--- src/rtl/adcc_pkg.sv ---
// Shared constants, types and helpers for the converter control block
package adcc_pkg;

   // Register byte addresses
   localparam logic [7:0] ADDR_CLK_DIV    = 8'hF2;
   localparam logic [7:0] ADDR_CONTROL    = 8'hF3;
   localparam logic [7:0] ADDR_RES_LOW    = 8'hF4;
   localparam logic [7:0] ADDR_RES_HIGH   = 8'hF5;
   localparam logic [7:0] ADDR_PIN_ASSIGN = 8'hF6;

   // Control register field positions
   localparam int CTRL_CHAN_LSB   = 0;
   localparam int CTRL_CHAN_MSB   = 2;
   localparam int CTRL_START_BIT  = 3;
   localparam int CTRL_DONE_BIT   = 4;
   localparam int CTRL_ENABLE_BIT = 5;
   localparam int CTRL_QUIET_BIT  = 6;

   // Divider field and result layout
   localparam int DIV_FIELD_MSB = 4;
   localparam int RES_UPPER_LSB = 2;

   // Values after reset
   localparam logic [4:0] RST_CLK_DIV    = 5'h00;
   localparam logic [7:0] RST_PIN_ASSIGN = 8'h00;
   localparam logic [7:0] RST_RES_UPPER  = 8'h00;
   localparam logic [1:0] RST_RES_LOWER  = 2'h0;
   localparam logic [2:0] RST_CHAN       = 3'h0;

   // Division factor for a zero field (64)
   localparam logic [7:0] DIV_ZERO_FACTOR = 8'h40;
   localparam logic [2:0] DIV_STEP_DFLT   = 3'h2;

   // Conversion length in converter clock periods
   localparam logic [3:0] CONV_PERIODS = 4'hB;
   localparam logic [3:0] LAST_PERIOD  = CONV_PERIODS - 4'h1;

   // Converter clock ceiling and software settle time after enable
   localparam int MAX_CONV_CLK_KHZ = 700;
   localparam int CLK_PERIOD_NS    = 4;
   localparam int SETUP_TIME_NS    = 4000;
   localparam int SETUP_CYCLES     =
      (SETUP_TIME_NS + CLK_PERIOD_NS - 1) / CLK_PERIOD_NS;

   localparam logic [9:0] RES_FULL_SCALE = 10'h3FF;
   localparam logic [9:0] RES_ZERO       = 10'h000;

   typedef enum logic [1:0] {
      ADCC_IDLE    = 2'b00,
      ADCC_SAMPLE  = 2'b01,
      ADCC_CONVERT = 2'b10
   } adcc_state_t;

   // Oscillator cycles per converter clock period
   function automatic logic [7:0] div_factor(input logic [4:0] field,
                                             input logic [2:0] step);
      logic [7:0] prod;
      prod = {3'h0, field} * {5'h00, step};
      div_factor = (field == 5'h00) ? DIV_ZERO_FACTOR : prod;
   endfunction : div_factor

endpackage : adcc_pkg

--- src/rtl/adcc_tick_if.sv ---
// Carrier between the control logic and the converter clock divider
`timescale 1ns/1ns
interface adcc_tick_if;
   logic [4:0] divField;
   logic       restart;
   logic       run;
   logic       tick;

   modport ctrl (output divField, output restart, output run, input tick);
   modport div  (input divField, input restart, input run, output tick);
endinterface : adcc_tick_if

--- src/rtl/adcc_clk_div.sv ---
// Converter clock prescaler producing one tick per converter period
`timescale 1ns/1ns
module adcc_clk_div #(
   parameter logic [2:0] DIV_STEP = adcc_pkg::DIV_STEP_DFLT
) (
   input wire logic clk,          // oscillator clock
   input wire logic nrst,         // async reset, active low
   adcc_tick_if.div tk            // divider controls and tick
);

   logic [7:0] cnt_q;
   logic [7:0] factor;

   // Nonzero fields grow the period linearly with the field
   assign factor = adcc_pkg::div_factor(tk.divField, DIV_STEP);

   // Restart aligns the first period to the conversion start
   always_ff @(posedge clk or negedge nrst) begin
      if (!nrst) begin
         cnt_q   <= 8'h00;
         tk.tick <= 1'b0;
      end else if (tk.restart || !tk.run) begin
         cnt_q   <= 8'h00;
         tk.tick <= 1'b0;
      end else if (cnt_q == factor - 8'h01) begin
         cnt_q   <= 8'h00;
         tk.tick <= 1'b1;
      end else begin
         cnt_q   <= cnt_q + 8'h01;
         tk.tick <= 1'b0;
      end
   end

endmodule : adcc_clk_div

--- src/rtl/adcc_top.sv ---
// Converter control, register file and result capture
//
// Summary of operation
// Writing start bit begins one conversion
// Start bit reads busy, clears at end
// Done flag set with results, software clears
// Interrupt when done flag and enable set
// Channel field selects input zero to seven
// Full scale 3FFh, ground 000h, clamped
// Converter clock comes from prescaled oscillator
// Five-bit divide field, zero divides by 64
// Enable bit powers converter, clear is standby
// Quiet bit halts CPU during conversion
// High result register holds bits nine to two
// Low result register holds bits one, zero
// Pin assignment bits mark pins analog
// Start on unassigned pin does nothing
// Software waits 4 us after enabling
// Conversion lasts eleven converter clock periods
// Quiet conversion defers other interrupts
// Nonzero field grows the division factor
// Start during conversion is ignored
//
// The strobed register port is this design's own decision.
`timescale 1ns/1ns
module adcc_top #(
   parameter logic [2:0] DIV_STEP = adcc_pkg::DIV_STEP_DFLT
) (
   input  wire logic       clk,             // oscillator clock, 250 MHz
   input  wire logic       nrst,            // async reset, active low
   input  wire logic [7:0] regAddr,         // register address
   input  wire logic [7:0] regWdata,        // register write data
   input  wire logic       regWr,           // write strobe
   input  wire logic       regRd,           // read strobe
   output logic      [7:0] regRdata,        // read data, cycle after read
   input  wire logic       convIrqEnable,   // converter interrupt enable
   output logic            convIrq,         // end of conversion request
   output logic            cpuHalt,         // halt CPU, defer other irqs
   output logic      [7:0] pinAnalogSelect, // pins given to analog use
   output logic      [2:0] coreChannel,     // mux channel to the core
   output logic            corePowerOn,     // core powered, else standby
   output logic            coreSample,      // sample and hold period
   output logic            coreConvert,     // bit conversion periods
   input  wire logic [9:0] coreResult,      // raw code from the core
   input  wire logic       coreAboveRef,    // input above reference
   input  wire logic       coreBelowGnd     // input below ground
);

   adcc_tick_if tk ();

   adcc_clk_div #(
      .DIV_STEP (DIV_STEP)
   ) u_div (
      .clk  (clk),
      .nrst (nrst),
      .tk   (tk)
   );

   adcc_pkg::adcc_state_t state_q;
   adcc_pkg::adcc_state_t state_d;
   logic [3:0] periodCnt_q;
   logic [3:0] periodCnt_d;
   logic [4:0] clkDiv_q;
   logic [7:0] pinAssign_q;
   logic [2:0] chanSel_q;
   logic       enable_q;
   logic       quiet_q;
   logic       done_q;
   logic       done_d;
   logic       quietConv_q;
   logic       quietConv_d;
   logic [7:0] resUpper_q;
   logic [1:0] resLower_q;
   logic [7:0] regRdata_q;
   logic       convIrq_q;
   logic       cpuHalt_q;
   logic [2:0] coreChannel_q;
   logic       corePowerOn_q;
   logic       coreSample_q;
   logic       coreConvert_q;
   logic       wrCtrl;
   logic       startReq;
   logic       startOk;
   logic       busy;
   logic       finish;
   logic [2:0] wrChan;
   logic [9:0] resNext;
   logic [7:0] ctrlRead;
   logic [3:0] tickSeen_q;

   assign wrCtrl   = regWr && (regAddr == adcc_pkg::ADDR_CONTROL);
   assign wrChan   = regWdata[adcc_pkg::CTRL_CHAN_MSB:adcc_pkg::CTRL_CHAN_LSB];
   assign busy     = (state_q != adcc_pkg::ADCC_IDLE);
   // Start needs enable in the written value and an analog pin
   assign startReq = wrCtrl && regWdata[adcc_pkg::CTRL_START_BIT]
                     && !busy;
   assign startOk  = startReq && regWdata[adcc_pkg::CTRL_ENABLE_BIT]
                     && pinAssign_q[wrChan];
   assign finish   = (state_q == adcc_pkg::ADCC_CONVERT) && tk.tick
                     && (periodCnt_q == adcc_pkg::LAST_PERIOD) && enable_q;

   assign tk.divField = clkDiv_q;
   assign tk.restart  = startOk;
   assign tk.run      = busy;

   // Sequencer: one sample period then ten bit periods
   always_comb begin
      state_d     = state_q;
      periodCnt_d = periodCnt_q;
      if (busy && !enable_q) begin
         // Standby drops a conversion in flight, no result
         state_d     = adcc_pkg::ADCC_IDLE;
         periodCnt_d = 4'h0;
      end else begin
         unique case (state_q)
            adcc_pkg::ADCC_IDLE: begin
               if (startOk) begin
                  state_d     = adcc_pkg::ADCC_SAMPLE;
                  periodCnt_d = 4'h0;
               end
            end
            adcc_pkg::ADCC_SAMPLE: begin
               if (tk.tick) begin
                  state_d     = adcc_pkg::ADCC_CONVERT;
                  periodCnt_d = 4'h1;
               end
            end
            adcc_pkg::ADCC_CONVERT: begin
               if (finish) begin
                  state_d     = adcc_pkg::ADCC_IDLE;
                  periodCnt_d = 4'h0;
               end else if (tk.tick) begin
                  periodCnt_d = periodCnt_q + 4'h1;
               end
            end
            default: begin
               state_d     = adcc_pkg::ADCC_IDLE;
               periodCnt_d = 4'h0;
            end
         endcase
      end
   end

   always_ff @(posedge clk or negedge nrst) begin
      if (!nrst) begin
         state_q     <= adcc_pkg::ADCC_IDLE;
         periodCnt_q <= 4'h0;
      end else begin
         state_q     <= state_d;
         periodCnt_q <= periodCnt_d;
      end
   end

   // Configuration registers
   always_ff @(posedge clk or negedge nrst) begin
      if (!nrst) begin
         clkDiv_q    <= adcc_pkg::RST_CLK_DIV;
         pinAssign_q <= adcc_pkg::RST_PIN_ASSIGN;
         chanSel_q   <= adcc_pkg::RST_CHAN;
         enable_q    <= 1'b0;
         quiet_q     <= 1'b0;
      end else begin
         if (regWr && (regAddr == adcc_pkg::ADDR_CLK_DIV)) begin
            clkDiv_q <= regWdata[adcc_pkg::DIV_FIELD_MSB:0];
         end
         if (regWr && (regAddr == adcc_pkg::ADDR_PIN_ASSIGN)) begin
            pinAssign_q <= regWdata;
         end
         if (wrCtrl) begin
            chanSel_q <= wrChan;
            enable_q  <= regWdata[adcc_pkg::CTRL_ENABLE_BIT];
            quiet_q   <= regWdata[adcc_pkg::CTRL_QUIET_BIT];
         end
      end
   end

   // Hardware set beats a software clear in the same cycle
   always_comb begin
      done_d = done_q;
      if (wrCtrl && !regWdata[adcc_pkg::CTRL_DONE_BIT]) begin
         done_d = 1'b0;
      end
      if (finish) begin
         done_d = 1'b1;
      end
   end

   // Mode is fixed at start; later writes to the bit wait
   assign quietConv_d = startOk ? regWdata[adcc_pkg::CTRL_QUIET_BIT]
                                : quietConv_q;

   // Range flags from the core override the raw code
   assign resNext = coreAboveRef ? adcc_pkg::RES_FULL_SCALE :
                    coreBelowGnd ? adcc_pkg::RES_ZERO : coreResult;

   always_ff @(posedge clk or negedge nrst) begin
      if (!nrst) begin
         done_q      <= 1'b0;
         quietConv_q <= 1'b0;
         resUpper_q  <= adcc_pkg::RST_RES_UPPER;
         resLower_q  <= adcc_pkg::RST_RES_LOWER;
      end else begin
         done_q      <= done_d;
         quietConv_q <= quietConv_d;
         if (finish) begin
            resUpper_q <= resNext[9:adcc_pkg::RES_UPPER_LSB];
            resLower_q <= resNext[adcc_pkg::RES_UPPER_LSB-1:0];
         end
      end
   end

   // Registered outputs towards the core and the CPU
   always_ff @(posedge clk or negedge nrst) begin
      if (!nrst) begin
         convIrq_q     <= 1'b0;
         cpuHalt_q     <= 1'b0;
         coreChannel_q <= adcc_pkg::RST_CHAN;
         corePowerOn_q <= 1'b0;
         coreSample_q  <= 1'b0;
         coreConvert_q <= 1'b0;
      end else begin
         convIrq_q     <= done_d && convIrqEnable;
         // Other interrupts stay pending until the halt drops
         cpuHalt_q     <= (state_d != adcc_pkg::ADCC_IDLE)
                          && quietConv_d; // see R10
         corePowerOn_q <= wrCtrl ? regWdata[adcc_pkg::CTRL_ENABLE_BIT]
                                 : enable_q;
         coreSample_q  <= (state_d == adcc_pkg::ADCC_SAMPLE);
         coreConvert_q <= (state_d == adcc_pkg::ADCC_CONVERT);
         if (startOk) begin
            coreChannel_q <= wrChan;
         end
      end
   end

   // Reserved bits read as zero
   assign ctrlRead = {1'b0, quiet_q, enable_q, done_q, busy, chanSel_q};

   always_ff @(posedge clk or negedge nrst) begin
      if (!nrst) begin
         regRdata_q <= 8'h00;
      end else if (regRd) begin
         unique case (regAddr)
            adcc_pkg::ADDR_CLK_DIV:    regRdata_q <= {3'h0, clkDiv_q};
            adcc_pkg::ADDR_CONTROL:    regRdata_q <= ctrlRead;
            adcc_pkg::ADDR_RES_LOW:    regRdata_q <= {6'h00, resLower_q};
            adcc_pkg::ADDR_RES_HIGH:   regRdata_q <= resUpper_q;
            adcc_pkg::ADDR_PIN_ASSIGN: regRdata_q <= pinAssign_q;
            default:                   regRdata_q <= 8'h00;
         endcase
      end else begin
         regRdata_q <= 8'h00;
      end
   end

   assign regRdata        = regRdata_q;
   assign convIrq         = convIrq_q;
   assign cpuHalt         = cpuHalt_q;
   assign pinAnalogSelect = pinAssign_q;
   assign coreChannel     = coreChannel_q;
   assign corePowerOn     = corePowerOn_q;
   assign coreSample      = coreSample_q;
   assign coreConvert     = coreConvert_q;

   // Helper: ticks seen since the start of a conversion
   always_ff @(posedge clk or negedge nrst) begin
      if (!nrst) begin
         tickSeen_q <= 4'h0;
      end else if (startOk) begin
         tickSeen_q <= 4'h0;
      end else if (busy && tk.tick) begin
         tickSeen_q <= tickSeen_q + 4'h1;
      end
   end
endmodule : adcc_top

--- config.mk ---
export PLATFORM = sky130hd
export DESIGN_NAME = adcc_top
export DESIGN_NICKNAME = d
export VERILOG_FILES = /design/src/rtl/adcc_pkg.sv /design/src/rtl/adcc_tick_if.sv /design/src/rtl/adcc_clk_div.sv /design/src/rtl/adcc_top.sv
export SDC_FILE = /design/constraint.sdc
export NUM_CORES = 1
export LEC_CHECK = 0
export ABC_CLOCK_PERIOD_IN_PS = 2780
export BUFFER_PORTS_ARGS = -buffer_cell sky130_fd_sc_hd__buf_4
export CAP_MARGIN = 20
export CORE_ASPECT_RATIO = 1.4
export CORE_UTILIZATION = 58
export CTS_BUF_LIST = sky130_fd_sc_hd__clkbuf_8
export DETAILED_ROUTE_END_ITERATION = 7
export PLACE_DENSITY = 0.84
export SLEW_MARGIN = 15
export SYNTH_ARGS = -nofsm -noshare
export SYNTH_HDL_FRONTEND = slang
export SYNTH_SLANG_ARGS = --single-unit
export TNS_END_PERCENT = 100
--- constraint.sdc ---
create_clock -name clk -period 2.78 [get_ports clk]
set_input_delay 0.556 -clock clk [delete_from_list [all_inputs] [get_ports clk]]
set_output_delay 0.556 -clock clk [all_outputs]
set_load 0.03 [all_outputs]
==> impl_metrics.json <==
{
  "timing_max_transition_violations_final": 0,
  "post-place-cells": 396,
  "synth_nets": 327,
  "worstMarginPinSlew_ns": 0.7981,
  "stdcell_count": 411,
  "maxCapViolCount": 0,
  "hpwlAfterDp_um": 5059,
  "r2r.worst_path.cells": 6,
  "layout_common_cells": "60 x dfrtp_1, 57 x buf_4, 33 x nor2_1, 33 x a21oi_1, 22 x mux2_2",
  "vdd_drop_max_mv": 0.3458,
  "grt_start_max_net_pins": 61,
  "cts_inserted_buffers": 9,
  "largest_area_contributor_in_the_synthesized_netlist": "dfrtp_1",
  "finalSetupViolCount": 0,
  "timing.final.crit_period_ns": 2.245,
  "i_o_pins": 57,
  "grt_pass1_wl_um": 11240,
  "mostFrequentLayoutCell": "dfrtp_1",
  "nets": 383,
  "synth_area_per_cell_sq_um": 10.95,
  "clk_latency_ns": 0.33,
  "ys_seq_area_frac": 0.4812,
  "setup_tns_ns": 0,
  "cts_tree": "done",
  "place_congestion": 0.8264,
  "clock_tree.buffer_depth": 2,
  "place_ws_ns": 0.3337,
  "drc": 0,
  "critical_path.endpoint_type": "flop",
  "layout.filler_cells": 389,
  "chipHeight_um": 88.79,
  "finalHoldViolations": 0,
  "detail_route.wl_per_cell_um": 16.96,
  "max_slew_margin": 0.4674,
  "area.growth.synth_to_final_pct": 19.29,
  "n_antenna_cell": 0,
  "cellPowerDensity_nw_per_um2": 449.3,
  "cts_hold_repair.buffers": 0,
  "global_route.overflow_total": 0,
  "post-route-worst-setup-slack_ns": 0.5349,
  "cp.required_ns": 3.00,
  "drtPass1Iterations": 4,
  "number_of_gates_resized_after_cts": 0,
  "detail-route-antenna-nets": 0,
  "dr_total_vias": 2424,
  "netlist.area_leader.share": 0.4812,
  "drt-initial-drc-count": 137,
  "std_cell_rows": 31,
  "critical_path_class": "reg -> reg",
  "path_clk_slew_ns": 0.06,
  "postCtsSetupBuffers": 0,
  "root_buffer_cell": "clkbuf_8",
  "fin_crit_sh": 0.8076,
  "critPathMaxFanout": 8,
  "worst_setup_path_start_kind": "flop",
  "detailed_place.area_sq_um": 3572,
  "top_area_cells_in_the_synthesized_netlist": "dfrtp_1 48%, mux2_2 7.9%, a21oi_1 5.3%, nor2_1 4.0%, ha_1 3.6%",
  "floorplan.die_area_sq_um": 5681,
  "status": "finished, final reports clean",
  "clock_sink_count": 60,
  "yosysUniqueCellTypes": 53,
  "ctsHtreeMaxLevel": 3,
  "cp.arrival_ns": 2.46,
  "drive_above_1_share": 0.2928,
  "grt_setup_unrepaired": "false",
  "count_of_mapped_cells_out_of_synthesis": 285,
  "antenna_found_initial": 0,
  "stdcell_area_sq_um": 3722,
  "timing.rr.start": "state_q[0]",
  "ys_ff_latch": 60,
  "final.hold.worst_slack_ns": 0.2849,
  "groute.usage.overall": 0.2716,
  "port-buffer-count": 56,
  "core_area_sq_um": 5159,
  "detail_route.wirelength_um": 6971,
  "yosys_warnings": 0,
  "storage_element_area_sq_um": 1501,
  "fin_worst_skew_ns": 0.005184,
  "syn_area_sq_um": 3120,
  "min-delay-path-class": "in -> async",
  "multiInputGateArea_sq_um": 1523,
  "max_freq_ghz": 0.4454,
  "first_global_vias": 2410,
  "worstReg2RegEnd": "periodCnt_q[1]",
  "initial_standard_cell_utilization_of_the_core": 0.6049,
  "avgViaCountPerCell": 5.898,
  "ff2ff_setup_slack_ns": 0.53,
  "p_leak_nw": 1.788,
  "die_x_um": 63.99
}
power by group:
| group | switching [mW] | internal, mW | total [mW] |
|---|---|---|---|
| Combinational | 0.0803 | 0.0728 | 0.153 |
| Sequential | 0.0188 | 0.886 | 0.905 |
| Clock | 0.311 | 0.303 | 0.614 |
layer usage:
metal,vias up,global-route usage,part of all wire
li1,1143,-,-
met1,1183,0.3008,0.39
met2,74,0.4565,0.53
met3,24,0.05670,0.037
met4,0,0.2128,0.040
met5,-,0,0
synthesized netlist by cell type (all sizes together):
master   count
dfrtp       60
a21oi       33
nor2        33
mux2        23
nand2       14
ha           9
inv          9
nand3        9
clkbuf       8
xnor2        8
xor2         7
a222oi       5
and2         5
and3         5
nor3         5
and4b        4
buf          4
mux4         4
o211ai       4
a22oi        3
nand2b       3
nor3b        3
o21ai        3
mux2i        2
nand4b       2
o21a         2
or3b         2
a211o        1
a211oi       1
a21boi       1
a221oi       1
a31o         1
clkinv       1
nand3b       1
nand4        1
nor2b        1
nor4b        1
o2111ai      1
o2bb2ai      1
o31ai        1
o41ai        1
or3          1
or4          1
state kept, by name, indices dropped and copies added, names as in the netlist:
name             cells
coreSample           1
quietConv_q          1
resLower_q           2
resUpper_q           8
state_q              2
corePowerOn          1
coreChannel          3
u_div.cnt_q          8
pinAnalogSelect      8
cpuHalt              1
chanSel_q            3
quiet_q              1
regRdata             8
convIrq              1
coreConvert          1
done_q               1
u_div.tk.tick        1
periodCnt_q          4
clkDiv_q             5
worst max-delay path by stage:
stage / start / endpoint / slack (ns) / cells past startpoint
2_1_floorplan: regWdata[1] / periodCnt_q[3] / 0.64 / 6
3_3_place_gp: regAddr[6] / periodCnt_q[1] / 0.38 / 6
3_5_place_dp: regAddr[6] / periodCnt_q[1] / 0.33 / 6
4_1_cts: state_q[0] / periodCnt_q[1] / 0.53 / 6
5_1_grt: state_q[0] / periodCnt_q[1] / 0.37 / 6
6_report: state_q[0] / periodCnt_q[1] / 0.53 / 6
metrics by stage:
step / total power [mW] / utilization
CTS: 1.690 / 0.7216
floorplan: 0.9907 / -
finish: 1.672 / 0.7216
detailed placement: 1.074 / 0.6925
global placement: 1.069 / 0.6925
global route: 1.738 / 0.7216
cells by family (layout without fill, tap and decap cells):
family                   Yosys count  in the layout  share of synthesized area
AND/OR/NAND/NOR                   91             91                     0.1556
buffers and inverters             22             82                    0.03087
adder cells (fa/ha/maj)            9              9                    0.03609
flip-flops                        60             60                     0.4812
AO/OA/AOI/OAI                     59             59                     0.1271
XOR/XNOR                          15             15                    0.04210
multiplexers                      29             29                     0.1271
critical path, cell delays in order (launching register included):
cell and delay [ns]:
dfrtp_1 0.42, inv_1 0.14, ha_1 0.37, nand3_1 0.32
o41ai_4 0.42, nand2_2 0.14, mux2_4 0.32
layout make-up:
| cell class | count | area share |
|---|---|---|
| flip-flops and latches | 60 | 0.4034 |
| well taps | 66 | 0.02218 |
| repair buffers | 57 | 0.1150 |
| inverters | 10 | 0.01008 |
| clock buffers | 9 | 0.03328 |
| clock inverters | 6 | 0.007059 |
| multi-input cells | 203 | 0.4091 |
Note: power is estimated with default switching activity, not from simulation.
